File: config.mk
export PLATFORM = sky130hd
export DESIGN_NAME = ccp_capture_compare_unit
export DESIGN_NICKNAME = d
export VERILOG_FILES = /design/src/ccp_pkg.sv /design/src/ccp_capture_compare_unit.sv
export SDC_FILE = /design/constraint.sdc
export NUM_CORES = 1
export LEC_CHECK = 0
export ABC_AREA = 1
export BUFFER_PORTS_ARGS = -buffer_cell sky130_fd_sc_hd__buf_2
export CAP_MARGIN = 15
export CORE_UTILIZATION = 50
export CTS_CLUSTER_SIZE = 14
export DETAILED_ROUTE_END_ITERATION = 12
export PLACE_DENSITY = 0.85
export SLEW_MARGIN = 20
export SYNTH_ARGS = -nofsm -noshare
export SYNTH_HDL_FRONTEND = slang
export SYNTH_SLANG_ARGS = --single-unit
export TNS_END_PERCENT = 1
File: constraint.sdc
create_clock -name sys_clk -period 2 [get_ports sys_clk]
set_clock_uncertainty 0.1 [all_clocks]
set_input_delay 0.2 -clock sys_clk [delete_from_list [all_inputs] [get_ports sys_clk]]
set_output_delay 0.2 -clock sys_clk [all_outputs]
set_load 0.02 [all_outputs]
File: src/ccp_pkg.sv
// constants, mode codes and carrier types of the capture/compare unit
// assumes a 16-bit timer and an a/d converter outside, on the same sys_clk
`default_nettype none
package ccp_pkg;
    // register byte offsets on the axi4-lite slave
    localparam logic [3:0] CCP_OFS_CONTROL = 4'h0;
    localparam logic [3:0] CCP_OFS_LOW = 4'h4;
    localparam logic [3:0] CCP_OFS_HIGH = 4'h8;
    localparam logic [3:0] CCP_OFS_FLAG = 4'hC;
    // unit_control fields
    localparam int CCP_MODE_LSB = 0;
    localparam int CCP_DUTY_LSB = 4;
    localparam logic [5:0] CCP_CONTROL_MASK = 6'h3F;
    // reset values and axi response codes
    localparam logic [7:0] CCP_CONTROL_RST = 8'h00;
    localparam logic [15:0] CCP_PAIR_RST = 16'h0000;
    localparam logic [3:0] CCP_PSCNT_RST = 4'h0;
    localparam logic [1:0] CCP_RESP_OKAY = 2'h0;
    localparam logic [1:0] CCP_RESP_SLVERR = 2'h2;
    // prescaler terminal counts
    localparam logic [3:0] CCP_PS4_LAST = 4'h3;
    localparam logic [3:0] CCP_PS16_LAST = 4'hF;

    typedef enum logic [3:0] {
        CCP_MODE_OFF = 4'h0,
        CCP_MODE_RSV1 = 4'h1,
        CCP_MODE_TOGGLE = 4'h2,
        CCP_MODE_RSV3 = 4'h3,
        CCP_MODE_CAP_FALL = 4'h4,
        CCP_MODE_CAP_RISE = 4'h5,
        CCP_MODE_CAP_RISE4 = 4'h6,
        CCP_MODE_CAP_RISE16 = 4'h7,
        CCP_MODE_CMP_SET = 4'h8,
        CCP_MODE_CMP_CLR = 4'h9,
        CCP_MODE_CMP_SOFT = 4'hA,
        CCP_MODE_CMP_SPECIAL = 4'hB
    } ccp_mode_t;

    typedef struct packed {
        logic awvalid;
        logic [3:0] awaddr;
        logic wvalid;
        logic [31:0] wdata;
        logic [3:0] wstrb;
        logic bready;
        logic arvalid;
        logic [3:0] araddr;
        logic rready;
    } ccp_axi_req_t;

    typedef struct packed {
        logic awready;
        logic wready;
        logic bvalid;
        logic [1:0] bresp;
        logic arready;
        logic rvalid;
        logic [31:0] rdata;
        logic [1:0] rresp;
    } ccp_axi_rsp_t;
endpackage : ccp_pkg
`default_nettype wire

File: src/ccp_capture_compare_unit.sv
// capture/compare unit with its axi4-lite register slave
// assumes timer_count and timer_tick come from a timer on sys_clk; the pin is asynchronous
//
// Design decisions made here: register access over AXI4-Lite and the register offsets.
`default_nettype none

// Behaviour
// - capture copies full 16-bit timer count
// - capture on fall, rise, 4th or 16th rise
// - capture sets flag; only software clears it
// - new capture overwrites unread value
// - edges seen on pin level, any direction
// - prescaler cleared when off, non-capture, reset
// - prescaler kept across direct prescaler changes
// - capture keeps working while asleep
// - compare match acts and sets flag together
// - zero control forces compare latch low
// - mode 1010 only sets flag
// - mode 1011 resets timer, starts conversion
// - trigger immediate, timer cleared next tick
// - trigger reset never sets overflow flag
// - match removed before tick cancels reset
// - compare not acted on during sleep
// - capture mode codes 0100 to 0111
// - mode 0010 toggles output on match
// - modes 1000/1001 init low/high, set/clear
// - mode 0000 off, internal state reset
module ccp_capture_compare_unit
    import ccp_pkg::*;
(
    // clock and reset
    input wire logic sys_clk,
    input wire logic rst,
    // register bus
    input wire ccp_axi_req_t axi_req,
    output ccp_axi_rsp_t axi_rsp,
    // unit pin
    input wire logic event_unit_pin,
    output logic pin_out,
    output logic pin_drive,
    // timer, converter and sleep
    input wire logic [15:0] timer_count,
    input wire logic timer_tick,
    input wire logic adc_enabled,
    input wire logic sleep,
    output logic special_event_trigger,
    output logic timer_reset_req,
    output logic adc_start,
    // status
    output logic unit_event_flag
);

    ////////////////////////////////////////////////////////////////////////////////
    typedef struct packed {
        logic [5:0] control;
        logic [15:0] pair;
        logic flag;
        logic [1:0] pin_sync;
        logic pin_prev;
        logic [3:0] pscnt;
        logic cmp_latch;
        logic match_q;
        logic rst_pend;
        logic aw_held;
        logic [3:0] aw_addr;
        logic w_held;
        logic [31:0] w_data;
        logic w_lane0;
        logic bvalid;
        logic [1:0] bresp;
        logic rvalid;
        logic [31:0] rdata;
        logic [1:0] rresp;
    } ccp_state_t;

    ccp_state_t st;
    ccp_state_t next_st;

    ccp_mode_t mode;
    logic is_capture;
    logic is_compare;
    logic rise;
    logic fall;
    logic capture_evt;
    logic match;
    logic match_evt;
    logic do_write;
    logic [3:0] ps_last;
    logic [7:0] wbyte;

    ////////////////////////////////////////////////////////////////////////////////
    always_comb
    begin
        mode = ccp_mode_t'(st.control[CCP_MODE_LSB +: 4]);
        is_capture = (mode == CCP_MODE_CAP_FALL) || (mode == CCP_MODE_CAP_RISE)
            || (mode == CCP_MODE_CAP_RISE4) || (mode == CCP_MODE_CAP_RISE16);
        // reserved codes fall in neither group, so they stay idle
        is_compare = (mode == CCP_MODE_TOGGLE) || (mode == CCP_MODE_CMP_SET)
            || (mode == CCP_MODE_CMP_CLR) || (mode == CCP_MODE_CMP_SOFT)
            || (mode == CCP_MODE_CMP_SPECIAL);
        // edges come from the synchronised pad level, whoever drives it
        rise = st.pin_sync[1] && !st.pin_prev;
        fall = !st.pin_sync[1] && st.pin_prev;
        ps_last = (mode == CCP_MODE_CAP_RISE4) ? CCP_PS4_LAST : CCP_PS16_LAST;
        case (mode)
            CCP_MODE_CAP_FALL: capture_evt = fall;
            CCP_MODE_CAP_RISE: capture_evt = rise;
            CCP_MODE_CAP_RISE4,
            CCP_MODE_CAP_RISE16: capture_evt = rise && ((st.pscnt & ps_last) == ps_last);
            default: capture_evt = 1'b0;
        endcase
        // compare match is masked by the sleep input; sys_clk keeps running, so capture goes on
        match = is_compare && !sleep && (st.pair == timer_count);
        match_evt = match && !st.match_q;
        do_write = st.aw_held && st.w_held && !st.bvalid;
        wbyte = st.w_data[7:0];
    end

    ////////////////////////////////////////////////////////////////////////////////
    always_comb
    begin
        next_st = st;
        // two-stage synchroniser; only the second stage feeds logic
        next_st.pin_sync = {st.pin_sync[0], event_unit_pin};
        next_st.pin_prev = st.pin_sync[1];

        // capture prescaler
        if (!is_capture)
        begin
            next_st.pscnt = CCP_PSCNT_RST;
        end
        else if (rise && ((mode == CCP_MODE_CAP_RISE4) || (mode == CCP_MODE_CAP_RISE16)))
        begin
            // a direct switch between prescalers keeps the count, so a stray
            // capture may follow; software clears control first to avoid it
            next_st.pscnt = st.pscnt + 4'h1;
        end

        // capture: later captures overwrite unread data, never stalled
        if (capture_evt)
        begin
            next_st.pair = timer_count;
        end

        // compare output latch
        next_st.match_q = match;
        if (match_evt)
        begin
            case (mode)
                CCP_MODE_TOGGLE: next_st.cmp_latch = !st.cmp_latch;
                CCP_MODE_CMP_SET: next_st.cmp_latch = 1'b1;
                CCP_MODE_CMP_CLR: next_st.cmp_latch = 1'b0;
                default: next_st.cmp_latch = st.cmp_latch;
            endcase
        end

        // timer reset waits for the next tick and is dropped if the match goes away
        if (mode != CCP_MODE_CMP_SPECIAL || !match || timer_tick)
        begin
            next_st.rst_pend = 1'b0;
        end
        else if (match)
        begin
            next_st.rst_pend = 1'b1;
        end

        // axi write channels are taken independently, then acted on together
        if (axi_req.awvalid && !st.aw_held)
        begin
            next_st.aw_held = 1'b1;
            next_st.aw_addr = axi_req.awaddr;
        end
        if (axi_req.wvalid && !st.w_held)
        begin
            next_st.w_held = 1'b1;
            next_st.w_data = axi_req.wdata;
            next_st.w_lane0 = axi_req.wstrb[0];
        end
        if (do_write)
        begin
            next_st.aw_held = 1'b0;
            next_st.w_held = 1'b0;
            next_st.bvalid = 1'b1;
            next_st.bresp = CCP_RESP_OKAY;
            if (st.aw_addr == CCP_OFS_CONTROL)
            begin
                if (st.w_lane0)
                begin
                    next_st.control = wbyte[5:0] & CCP_CONTROL_MASK;
                    // a mode write presets the output latch; zero forces it low
                    if (wbyte[3:0] == CCP_MODE_CMP_CLR)
                    begin
                        next_st.cmp_latch = 1'b1;
                    end
                    else
                    begin
                        next_st.cmp_latch = 1'b0;
                    end
                end
            end
            else if (st.aw_addr == CCP_OFS_LOW)
            begin
                if (st.w_lane0 && !capture_evt)
                begin
                    next_st.pair[7:0] = wbyte;
                end
            end
            else if (st.aw_addr == CCP_OFS_HIGH)
            begin
                if (st.w_lane0 && !capture_evt)
                begin
                    next_st.pair[15:8] = wbyte;
                end
            end
            else if (st.aw_addr == CCP_OFS_FLAG)
            begin
                // writing zero clears the flag; writing one also sets it
                if (st.w_lane0)
                begin
                    next_st.flag = wbyte[0];
                end
            end
            else
            begin
                next_st.bresp = CCP_RESP_SLVERR;
            end
        end
        else if (st.bvalid && axi_req.bready)
        begin
            next_st.bvalid = 1'b0;
        end

        // hardware set wins over a software clear in the same cycle
        if (capture_evt || match_evt)
        begin
            next_st.flag = 1'b1;
        end

        // read channel: one read at a time, data from flip-flops
        if (axi_req.arvalid && !st.rvalid)
        begin
            next_st.rvalid = 1'b1;
            next_st.rresp = CCP_RESP_OKAY;
            next_st.rdata = 32'h0000_0000;
            if (axi_req.araddr == CCP_OFS_CONTROL)
            begin
                next_st.rdata[5:0] = st.control;
            end
            else if (axi_req.araddr == CCP_OFS_LOW)
            begin
                next_st.rdata[7:0] = st.pair[7:0];
            end
            else if (axi_req.araddr == CCP_OFS_HIGH)
            begin
                next_st.rdata[7:0] = st.pair[15:8];
            end
            else if (axi_req.araddr == CCP_OFS_FLAG)
            begin
                next_st.rdata[0] = st.flag;
            end
            else
            begin
                next_st.rresp = CCP_RESP_SLVERR;
            end
        end
        else if (st.rvalid && axi_req.rready)
        begin
            next_st.rvalid = 1'b0;
        end
    end

    always_ff @(posedge sys_clk or posedge rst)
    begin
        if (rst)
        begin
            st <= '0;
        end
        else
        begin
            st <= next_st;
        end
    end

    ////////////////////////////////////////////////////////////////////////////////
    always_comb
    begin
        axi_rsp.awready = !st.aw_held;
        axi_rsp.wready = !st.w_held;
        axi_rsp.bvalid = st.bvalid;
        axi_rsp.bresp = st.bresp;
        axi_rsp.arready = !st.rvalid;
        axi_rsp.rvalid = st.rvalid;
        axi_rsp.rdata = st.rdata;
        axi_rsp.rresp = st.rresp;
        // soft-interrupt and special modes leave the pin to the port logic
        pin_drive = (mode == CCP_MODE_TOGGLE) || (mode == CCP_MODE_CMP_SET)
            || (mode == CCP_MODE_CMP_CLR);
        pin_out = st.cmp_latch;
        special_event_trigger = match && (mode == CCP_MODE_CMP_SPECIAL);
        // this request is distinct from overflow, so the timer leaves its flag alone
        timer_reset_req = st.rst_pend && timer_tick && match;
        adc_start = special_event_trigger && !st.match_q && adc_enabled;
        unit_event_flag = st.flag;
    end
endmodule : ccp_capture_compare_unit
`default_nettype wire

## Word-level counts from Yosys, hierarchy flattened

Cells that the tools add are included.
Widths: inputs -> output; s select.

- Output and inout bits: 47
- Word-level logic and storage cells: 146
- Bits in registers: 86

- Mux-type cells: 47
- Add/sub/neg operators: 1
- Reduce and logical (&&, ||, !) cells: 55
- Equality and inequality tests: 23
- Bitwise logic cells: 1

Operator list:

| kind | number |
|---|---|
| $mux 8 | 6 |
| $eq 4x4->1 const B | 9 |
| $mux 17 | 2 |
| $mux 34 | 1 |
| $eq 4x3->1 const B | 6 |
| $logic_and 1x1->1 | 20 |
| $mux 1 | 20 |
| $mux 2 | 9 |
| $eq 16x16->1 | 1 |
| $mux 16 | 1 |
| $reduce_bool 2->1 | 8 |
| $mux 4 | 3 |
| $logic_not 1->1 | 11 |
| $logic_or 1x1->1 | 11 |
| $logic_not 4->1 | 2 |
| $ne 2x1->1 const B | 4 |
| $mux 7 | 1 |
| $mux 6 | 1 |
| $pmux 1 s3 | 2 |
| $reduce_and 6->1 | 1 |
| $mux 5 | 1 |
| $add 4x1->4 const B | 1 |
| $and 4x4->4 | 1 |
| $eq 4x2->1 const B | 1 |
| 4 further kinds | 4 |

## Longest topological paths before layout

Gate-level depths: netlist (run 1).

- Word-level depth: 14
- Depth in mapped cells: 12
- Gate-level depth less buffers: 12

## Worst setup path after synthesis (run 1)

Ideal clock, no wire load.

- Kind: register -> output
- From: register st (netlist bit mode[1])
- To: output adc_start
- Data arrival time: 1.380 ns
- Cell stages (with the launch flop): 11
- Path slack: 0.320 ns
- Data required time: 1.700 ns
- Cell sequence: dfrtp_1 inv_2 nor2_1 nand2_1 nand2_1 inv_1 nor2_1 nand2_1 nor2_4 nand2_1 nor2_1

- Word-level cells in the longest chain between the ends: 10
- Elaborated cells on any way between the ends: 14

Ends and longest elaborated chain:

| element | line | RTL |
|---|---|---|
| from (decl) | ccp_capture_compare_unit.sv:76 | `ccp_state_t st;` |
| from (signal assigned) | ccp_capture_compare_unit.sv:280 | `st <= next_st;` |
| $eq 4x2->1 / $eq 4x4->1 (equally long branches) | ccp_capture_compare_unit.sv:98 | `is_compare = (mode == CCP_MODE_TOGGLE) \|\| (mode == CCP_MODE_CMP_SET)` |
| $logic_or 1x1->1 | ccp_capture_compare_unit.sv:98 |  |
| $logic_or 1x1->1 (2 in series) | ccp_capture_compare_unit.sv:99 | `\|\| (mode == CCP_MODE_CMP_CLR) \|\| (mode == CCP_MODE_CMP_SOFT)` |
| $logic_or 1x1->1 (*) | ccp_capture_compare_unit.sv:100 | `\|\| (mode == CCP_MODE_CMP_SPECIAL);` |
| $logic_and 1x1->1 (*) (2 in series) | ccp_capture_compare_unit.sv:113 | `match = is_compare && !sleep && (st.pair == timer_count);` |
| net match | ccp_capture_compare_unit.sv:85 | `logic match;` |
| $logic_and 1x1->1 (*) | ccp_capture_compare_unit.sv:299 | `special_event_trigger = match && (mode == CCP_MODE_CMP_SPECIAL);` |
| $logic_and 1x1->1 (*) (2 in series) | ccp_capture_compare_unit.sv:302 | `adc_start = special_event_trigger && !st.match_q && adc_enabled;` |
| to (decl) | ccp_capture_compare_unit.sv:48 | `output logic adc_start,` |

The timed path passes the listed nets; every way through them passes the cells marked *.

## Final worst setup path (run 1)

- From: register st (netlist bit mode[0])
- To: output adc_start

Same word-level chain as after synthesis.

==> flow_summary_export.csv, run 1 <==
group,metric,value,unit
clocking,cts_tree,"built",
logic_synthesis,ys.flop_type,"dfrtp_1",
sta,grt_setup_unrepaired,"yes",
floorplan,die_area,6946,um^2
global_routing,grt_usage,23.62,%
route,wl_met2,3750,um
clocking,cts_max_level,3,
logic_synthesis,synth_commonest_cells,"103 x nand2_1, 69 x inv_1, 60 x dfrtp_1",
logic_synthesis,yosysMostFrequentCell,"nand2_1",
logic_synthesis,synth_cells,435,
global_routing,overflow,0,
logic_synthesis,synth_seq_cells,60,
floorplan,std_cell_rows,29,
logic_synthesis,synth_edf_count,0,
run_status,status,"finished, violations left",
logic_synthesis,synth_area_leaders,"dfrtp_1 45%, nand2_1 12%, buf_4 8.6%",
clocking,cts.sinks,60,
logic_synthesis,synth.largest_area_cell,"dfrtp_1",
critical_path,crit_path_top_delay_cell,"dfrtp_1",
clocking,numCtsBuffers,9,
route,routed_wl,7755,um
layout,n_antenna_cell,0,
sta,slew_headroom,56.96,%
sta,hold_slack,-1.710,ps
global_routing,antenna_found_initial,0,
floorplan,die_h,83.34,um
route,drc_errors,0,
critical_path,crit_path_max_incr_delay,430,ps
route,vias,3025,
route,ant_nets,0,
layout,area_growth,21.48,%
critical_path,arrival,1800,ps
clocking,cts_buffer_depth,2,
route,routedWlPerCell,12.90,um
critical_path,critPathTopFamily,"simple AND/OR/NAND/NOR gates",
route,dr_wl_met3,639,um
sta,final_max_slew_viol_count,0,
hold_path,hold_path.class,"in -> reg",
route,top_layer,"met4",
sta,worst_pin_slew,644.1,ps
layout,nets,591,
layout,fill_cells,564,
run_status,violations,"negative hold slack, negative setup slack",
layout,final_cells,601,
clocking,clk_pin_slew_worst_paths,70,ps
logic_synthesis,syn_avg_cell_area,7.605,um^2
sta,period_share,105.2,%
placement,port_buffers,64,
critical_path,path_cells,"nor2_2 -> nand2_1 -> nand2_1 -> inv_2 -> nor2_4 -> nand2_2 -> nor2_4 -> nand2_2 -> nor2_2 -> buf_6",
global_routing,grt_max_degree,40,
global_routing,grt_pass1_wl,12750,um
floorplan,core_area,6386,um^2
placement,dp_hpwl,5455,um
floorplan,initial_core_util,51.80,%
clocking,worstSkewPairLatency,360,ps
logic_synthesis,yosysTopAreaCellShare,45.39,%
route,drt_iter0_drc,291,
placement,placed_cells,565,
logic_synthesis,ys_async_sr_fraction,100.0,%
logic_synthesis,ys_warn_count,0,
sta,setup_violations,3,
critical_path,path_buf_inv,2,
critical_path,critPathKind,"reg -> out",
critical_path,required,1700,ps
run,maxCapViolCount,0,
clocking,clock-root-buffer,"clkbuf_8",
logic_synthesis,netlist-cell-type-count,31,
global_routing,grt_pass1_vias,2823,
route,wirelength_met1,3256,um
logic_synthesis,yosysSeqAreaShare,45.39,%
floorplan,chipWidth,83.34,um
pwr,power_leakage,2.185,nW
route,drt_pass1_iterations,6,
route,vias_per_cell,5.033,
sta,fmax,475.5,MHz
layout,drive_gt1_share,21.95,%
sta,layout_min_cycle_time,2103,ps
placement,place_congestion,0.9077,
critical_path,critPathLaunchType,"flop",
pwr,power,4.956,mW
pwr,cellPowerDensity,1233,nW/um^2
logic_synthesis,netlist_area,3308,um^2
floorplan,io_pins,118,
pwr,ir_drop,0.0007485,V
critical_path,endpoint_kind,"output port",
sta,hold_viol_final,2,
critical_path,critPathMaxFanout,5,
sta,layout_setup_ws,-103.2,ps
[routing by layer]
layer  GRT usage [%]  up-vias
met5               0        -
met4           9.404        0
met3           6.958       14
met2           38.52      151
met1           29.48     1386
li1                -     1474
[state kept, by name, summed over array words and instances, names as in the netlist]
signal and cells:
axi_rsp 12, mode 4, next_st 2, pin_out 1, st 40, unit_event_flag 1
[worst paths after layout]
path	end	start	cells past startpoint	slack [ps]
min in group asynchronous	axi_rsp[4]$_DFFE_PP0P_	rst	3	300
max	adc_start	mode[0]$_DFFE_PP0P_	10	-100
max in group asynchronous	st[95]$_DFF_PP0_	rst	4	930
min reg2reg	next_st[84]$_DFF_PP0_	next_st[86]$_DFF_PP0_	0	250
max reg2reg	st[89]$_DFF_PP0_	st[73]$_DFFE_PP0P_	7	180
min	st[74]$_DFFE_PP0P_	axi_req[46]	3	-2
[area by class of cell]
cell class	instances	area (um^2)	share of cell area, %
multi-input combinational	286	1348	33.53
inverter	71	266.5	6.631
sequential	60	1501	37.36
clock buffer	9	123.9	3.082
clock inverter	7	91.34	2.273
timing repair buffer	91	591.8	14.73
tap	77	96.34	2.397
[power by group]
part	switching, mW	internal (mW)
registers	0.281	1.65
clock network	0.510	0.696
logic	1.15	0.664
total	1.95	3.01
[per-stage QoR]
step / util (%) / cell area, um^2 / setup WS, ps / TNS [ps]
after global routing: 62.93 / 4019 / -224.0 / -557.8
after detailed placement: 56.11 / 3583 / 181.3 / 0
final: 62.93 / 4019 / -103.2 / -212.2
after global placement: 56.11 / 3583 / 243.2 / 0
after floorplan: - / 3402 / 215.3 / 0
after CTS: 62.34 / 3981 / -3.779 / -3.779
[cells by family (layout without fill, tap and decap cells)]
kind of cell	Yosys count	count (layout)	synth area share, %
AOI/OAI and AO/OA	62	62	10.78
xor gates and xnor gates	3	3	0.7944
adders and majority gates	1	1	0.3782
buffers and inverters	114	178	17.51
DFF	60	60	45.39
muxes	4	4	1.361
other	1	26	0.1134
and+or+nand+nor	190	190	23.68
[cells in the final DEF, fill, tap and decap left out, types with 3 or more instances in the layout]
master	netlist	routed
clkbuf_8	0	9
o21ai_1	3	3
nand2_2	1	3
buf_2	1	61
nor3_1	8	8
mux2_2	4	4
clkinv_2	0	3
nand2_1	103	101
inv_1	69	66
nor2_2	1	3
nand3_1	22	21
o22ai_1	8	8
inv_2	2	5
dlygate4sd3_1	0	13
a21oi_1	15	14
conb_1	1	26
dfrtp_1	60	60
buf_4	38	14
o21ai_0	23	23
nor2_1	49	46
o211ai_1	9	9
[tightest hold or removal path: stages]
cell and delay, ps:
buf_2 70, nor2_1 40, a21oi_1 100
[timing repair]
item,in CTS,in global routing
setup endpoints to repair,3,3
setup buffers,5,2
gates resized for setup,6,8
hold buffers,13,0
endpoints found under the hold margin,33,0
pin swaps,7,6
(Power assumes the default switching activity.)
==> inputs of run 2 (changes only) <==
--- a/config.mk
+++ b/config.mk
@@ -11,7 +11,7 @@
 export CORE_UTILIZATION = 50
 export CTS_CLUSTER_SIZE = 14
 export DETAILED_ROUTE_END_ITERATION = 12
-export PLACE_DENSITY = 0.85
+export PLACE_DENSITY = 0.87
 export SLEW_MARGIN = 20
 export SYNTH_ARGS = -nofsm -noshare
 export SYNTH_HDL_FRONTEND = slang
==> run 2 against run 1 <==
The flow finishes with violations (negative setup slack). Die area unchanged. Hold slack gained 5.8 ps. Sequential power hardly changed. Clock power fell by 7%. Sequential share of layout area shrank 0.61 points. Core utilization rose by 1.1 points. Maximum frequency down 2.0%. Largest power group is now combinational logic.
==> flow_summary_export.csv, run 2 (same netlist as run 1, synthesis figures left out) <==
group,metric,value,unit
layout,mostFrequentLayoutCells,"98 x nand2_1, 63 x inv_1, 61 x buf_2",
placement,placed_cells,564,
sta,hold_viol_final,0,
layout,final_cells,607,
floorplan,core_area,6386,um^2
floorplan,io_pins,118,
layout,largest_register_ffs,40,
clocking,cts_buffer_depth,2,
placement,place_congestion,0.8663,
critical_path,crit_path_top_delay_cell,"dfrtp_1",
global_routing,grt_usage,24.93,%
layout,final_common_cell,"nand2_1",
sta,fmax,465.9,MHz
pwr,power_leakage,2.198,nW
critical_path,crit_start,"st[91]$_DFF_PP0_",
critical_path,cp.depth,10,
critical_path,reg2reg_depth,10,
global_routing,overflow,0,
layout,regMostFlops,"st",
floorplan,die_h,83.34,um
layout,area_growth,23.60,%
sta,slew_headroom,64.44,%
global_routing,antenna_found_initial,0,
clocking,clk_pin_slew_worst_paths,80,ps
run_status,violations,"negative setup slack",
critical_path,critPathMaxFanout,4,
critical_path,endpoint_kind,"output port",
sta,layout_setup_ws,-146.2,ps
run_status,status,"finished, violations left",
critical_path,critPathKind,"reg -> out",
sta,period_share,107.3,%
clocking,cts_tree,"built",
pwr,power,5.081,mW
layout,n_antenna_cell,0,
critical_path,reg2reg_to,"st[95]$_DFF_PP0_",
route,vias,3177,
layout,drive_gt1_share,25.09,%
floorplan,chipWidth,83.34,um
sta,final_max_slew_viol_count,0,
sta,grt_setup_unrepaired,"yes",
global_routing,grt_max_degree,27,
critical_path,required,1700,ps
floorplan,initial_core_util,51.80,%
critical_path,path_buf_inv,3,
hold_path,hold_path.class,"in -> reg",
route,routed_wl,8556,um
critical_path,critPathTopFamily,"simple AND/OR/NAND/NOR gates",
route,drc_errors,0,
placement,place_ws,108.4,ps
placement,port_buffers,64,
route,drt_pass1_iterations,6,
critical_path,path_cells,"inv_1 -> nand2_1 -> nand2_1 -> inv_1 -> nand2_1 -> nor2_2 -> nand3_2 -> nor2_4 -> and3_4 -> buf_6",
critical_path,rrSetupSlack,60,ps
pwr,cellPowerDensity,1243,nW/um^2
critical_path,arrival,1850,ps
floorplan,die_area,6946,um^2
critical_path,r2r-start,"mode[1]$_DFFE_PP0P_",
sta,setup_violations,3,
global_routing,grt_pass1_vias,2997,
floorplan,std_cell_rows,29,
layout,nets,597,
clocking,numCtsBuffers,9,
critical_path,crit_path_max_incr_delay,370,ps
global_routing,grt_pass1_wl,13570,um
clocking,clock-root-buffer,"clkbuf_8",
placement,dp_hpwl,5555,um
critical_path,crit_end,"timer_reset_req",
critical_path,crit_top_cell,"nand2_1",
clocking,cts.sinks,60,
route,routedWlPerCell,14.10,um
sta,hold_slack,4.109,ps
clocking,worstSkewPairLatency,350,ps
critical_path,critPathLaunchType,"flop",
sta,worst_pin_slew,532.6,ps
run,maxCapViolCount,0,
clocking,cts_max_level,3,
route,ant_nets,0,
route,drt_iter0_drc,305,
route,vias_per_cell,5.234,
pwr,ir_drop,0.0007490,V
sta,layout_min_cycle_time,2146,ps
==> run 2: final cells by class <==
| type | instances | area, um^2 |
|---|---|---|
| Inverter | 71 | 266.5 |
| Sequential cell | 60 | 1503 |
| Multi-Input combinational cell | 286 | 1378 |
| Fill cell | 561 | 2297 |
| Timing Repair Buffer | 97 | 644.4 |
| Clock buffer | 9 | 123.9 |
| Clock inverter | 7 | 77.57 |
| Tap cell | 77 | 96.34 |
==> run 2: how the worst min path moves through the flow <==
stage,from,end,slack [ps],depth (start not counted)
2_1_floorplan,event_unit_pin,next_st[86]$_DFF_PP0_,130,0
3_3_place_gp,rst,st[73]$_DFFE_PP0P_,170,2
3_5_place_dp,rst,st[73]$_DFFE_PP0P_,170,2
4_1_cts,axi_req[14],st[42]$_DFFE_PP0P_,2,3
5_1_grt,axi_req[17],st[45]$_DFFE_PP0P_,9,3
6_report,axi_req[17],st[45]$_DFFE_PP0P_,4,3
==> run 2: tightest hold or removal path: cells and delay by family <==
| kind | cells | cell delay, ps |
|---|---|---|
| buffers and inverters | 1 | 80 |
| AOI/OAI and AO/OA | 1 | 90 |
| and+or+nand+nor | 1 | 40 |
==> run 2: layer usage <==
metal  routed length, um  up-vias  track usage, %  share of wire (%)
met5                   0        -               0                  0
met4                 463        0           15.20                5.4
met3                 677       50           6.561                7.9
met2                4014      199           40.01                 47
met1                3400     1440           29.97                 40
li1                    -     1488               -                  -
==> run 2: timing repair <==
action	CTS	global route
buffers inserted	3	11
hold buffers	13	0
resized for setup	16	13
endpoints found under the hold margin	35	0
pin swaps	7	6
endpoints found under the setup margin	4	19
==> run 2: per-stage QoR <==
step | utilization (%) | instance area (um^2) | setup TNS [ps]
2_1_floorplan | - | 3402 | 0
3_3_place_gp | 55.80 | 3563 | 0
3_5_place_dp | 55.80 | 3563 | 0
4_1_cts | 62.19 | 3971 | -97.76
5_1_grt | 64.03 | 4089 | -704.3
6_report | 64.03 | 4089 | -424.0
==> run 2: where the power goes <==
| part | internal, mW | total [mW] | switching [mW] |
|---|---|---|---|
| clock network | 0.578 | 1.12 | 0.544 |
| logic | 0.744 | 2.00 | 1.26 |
| registers | 1.65 | 1.96 | 0.309 |
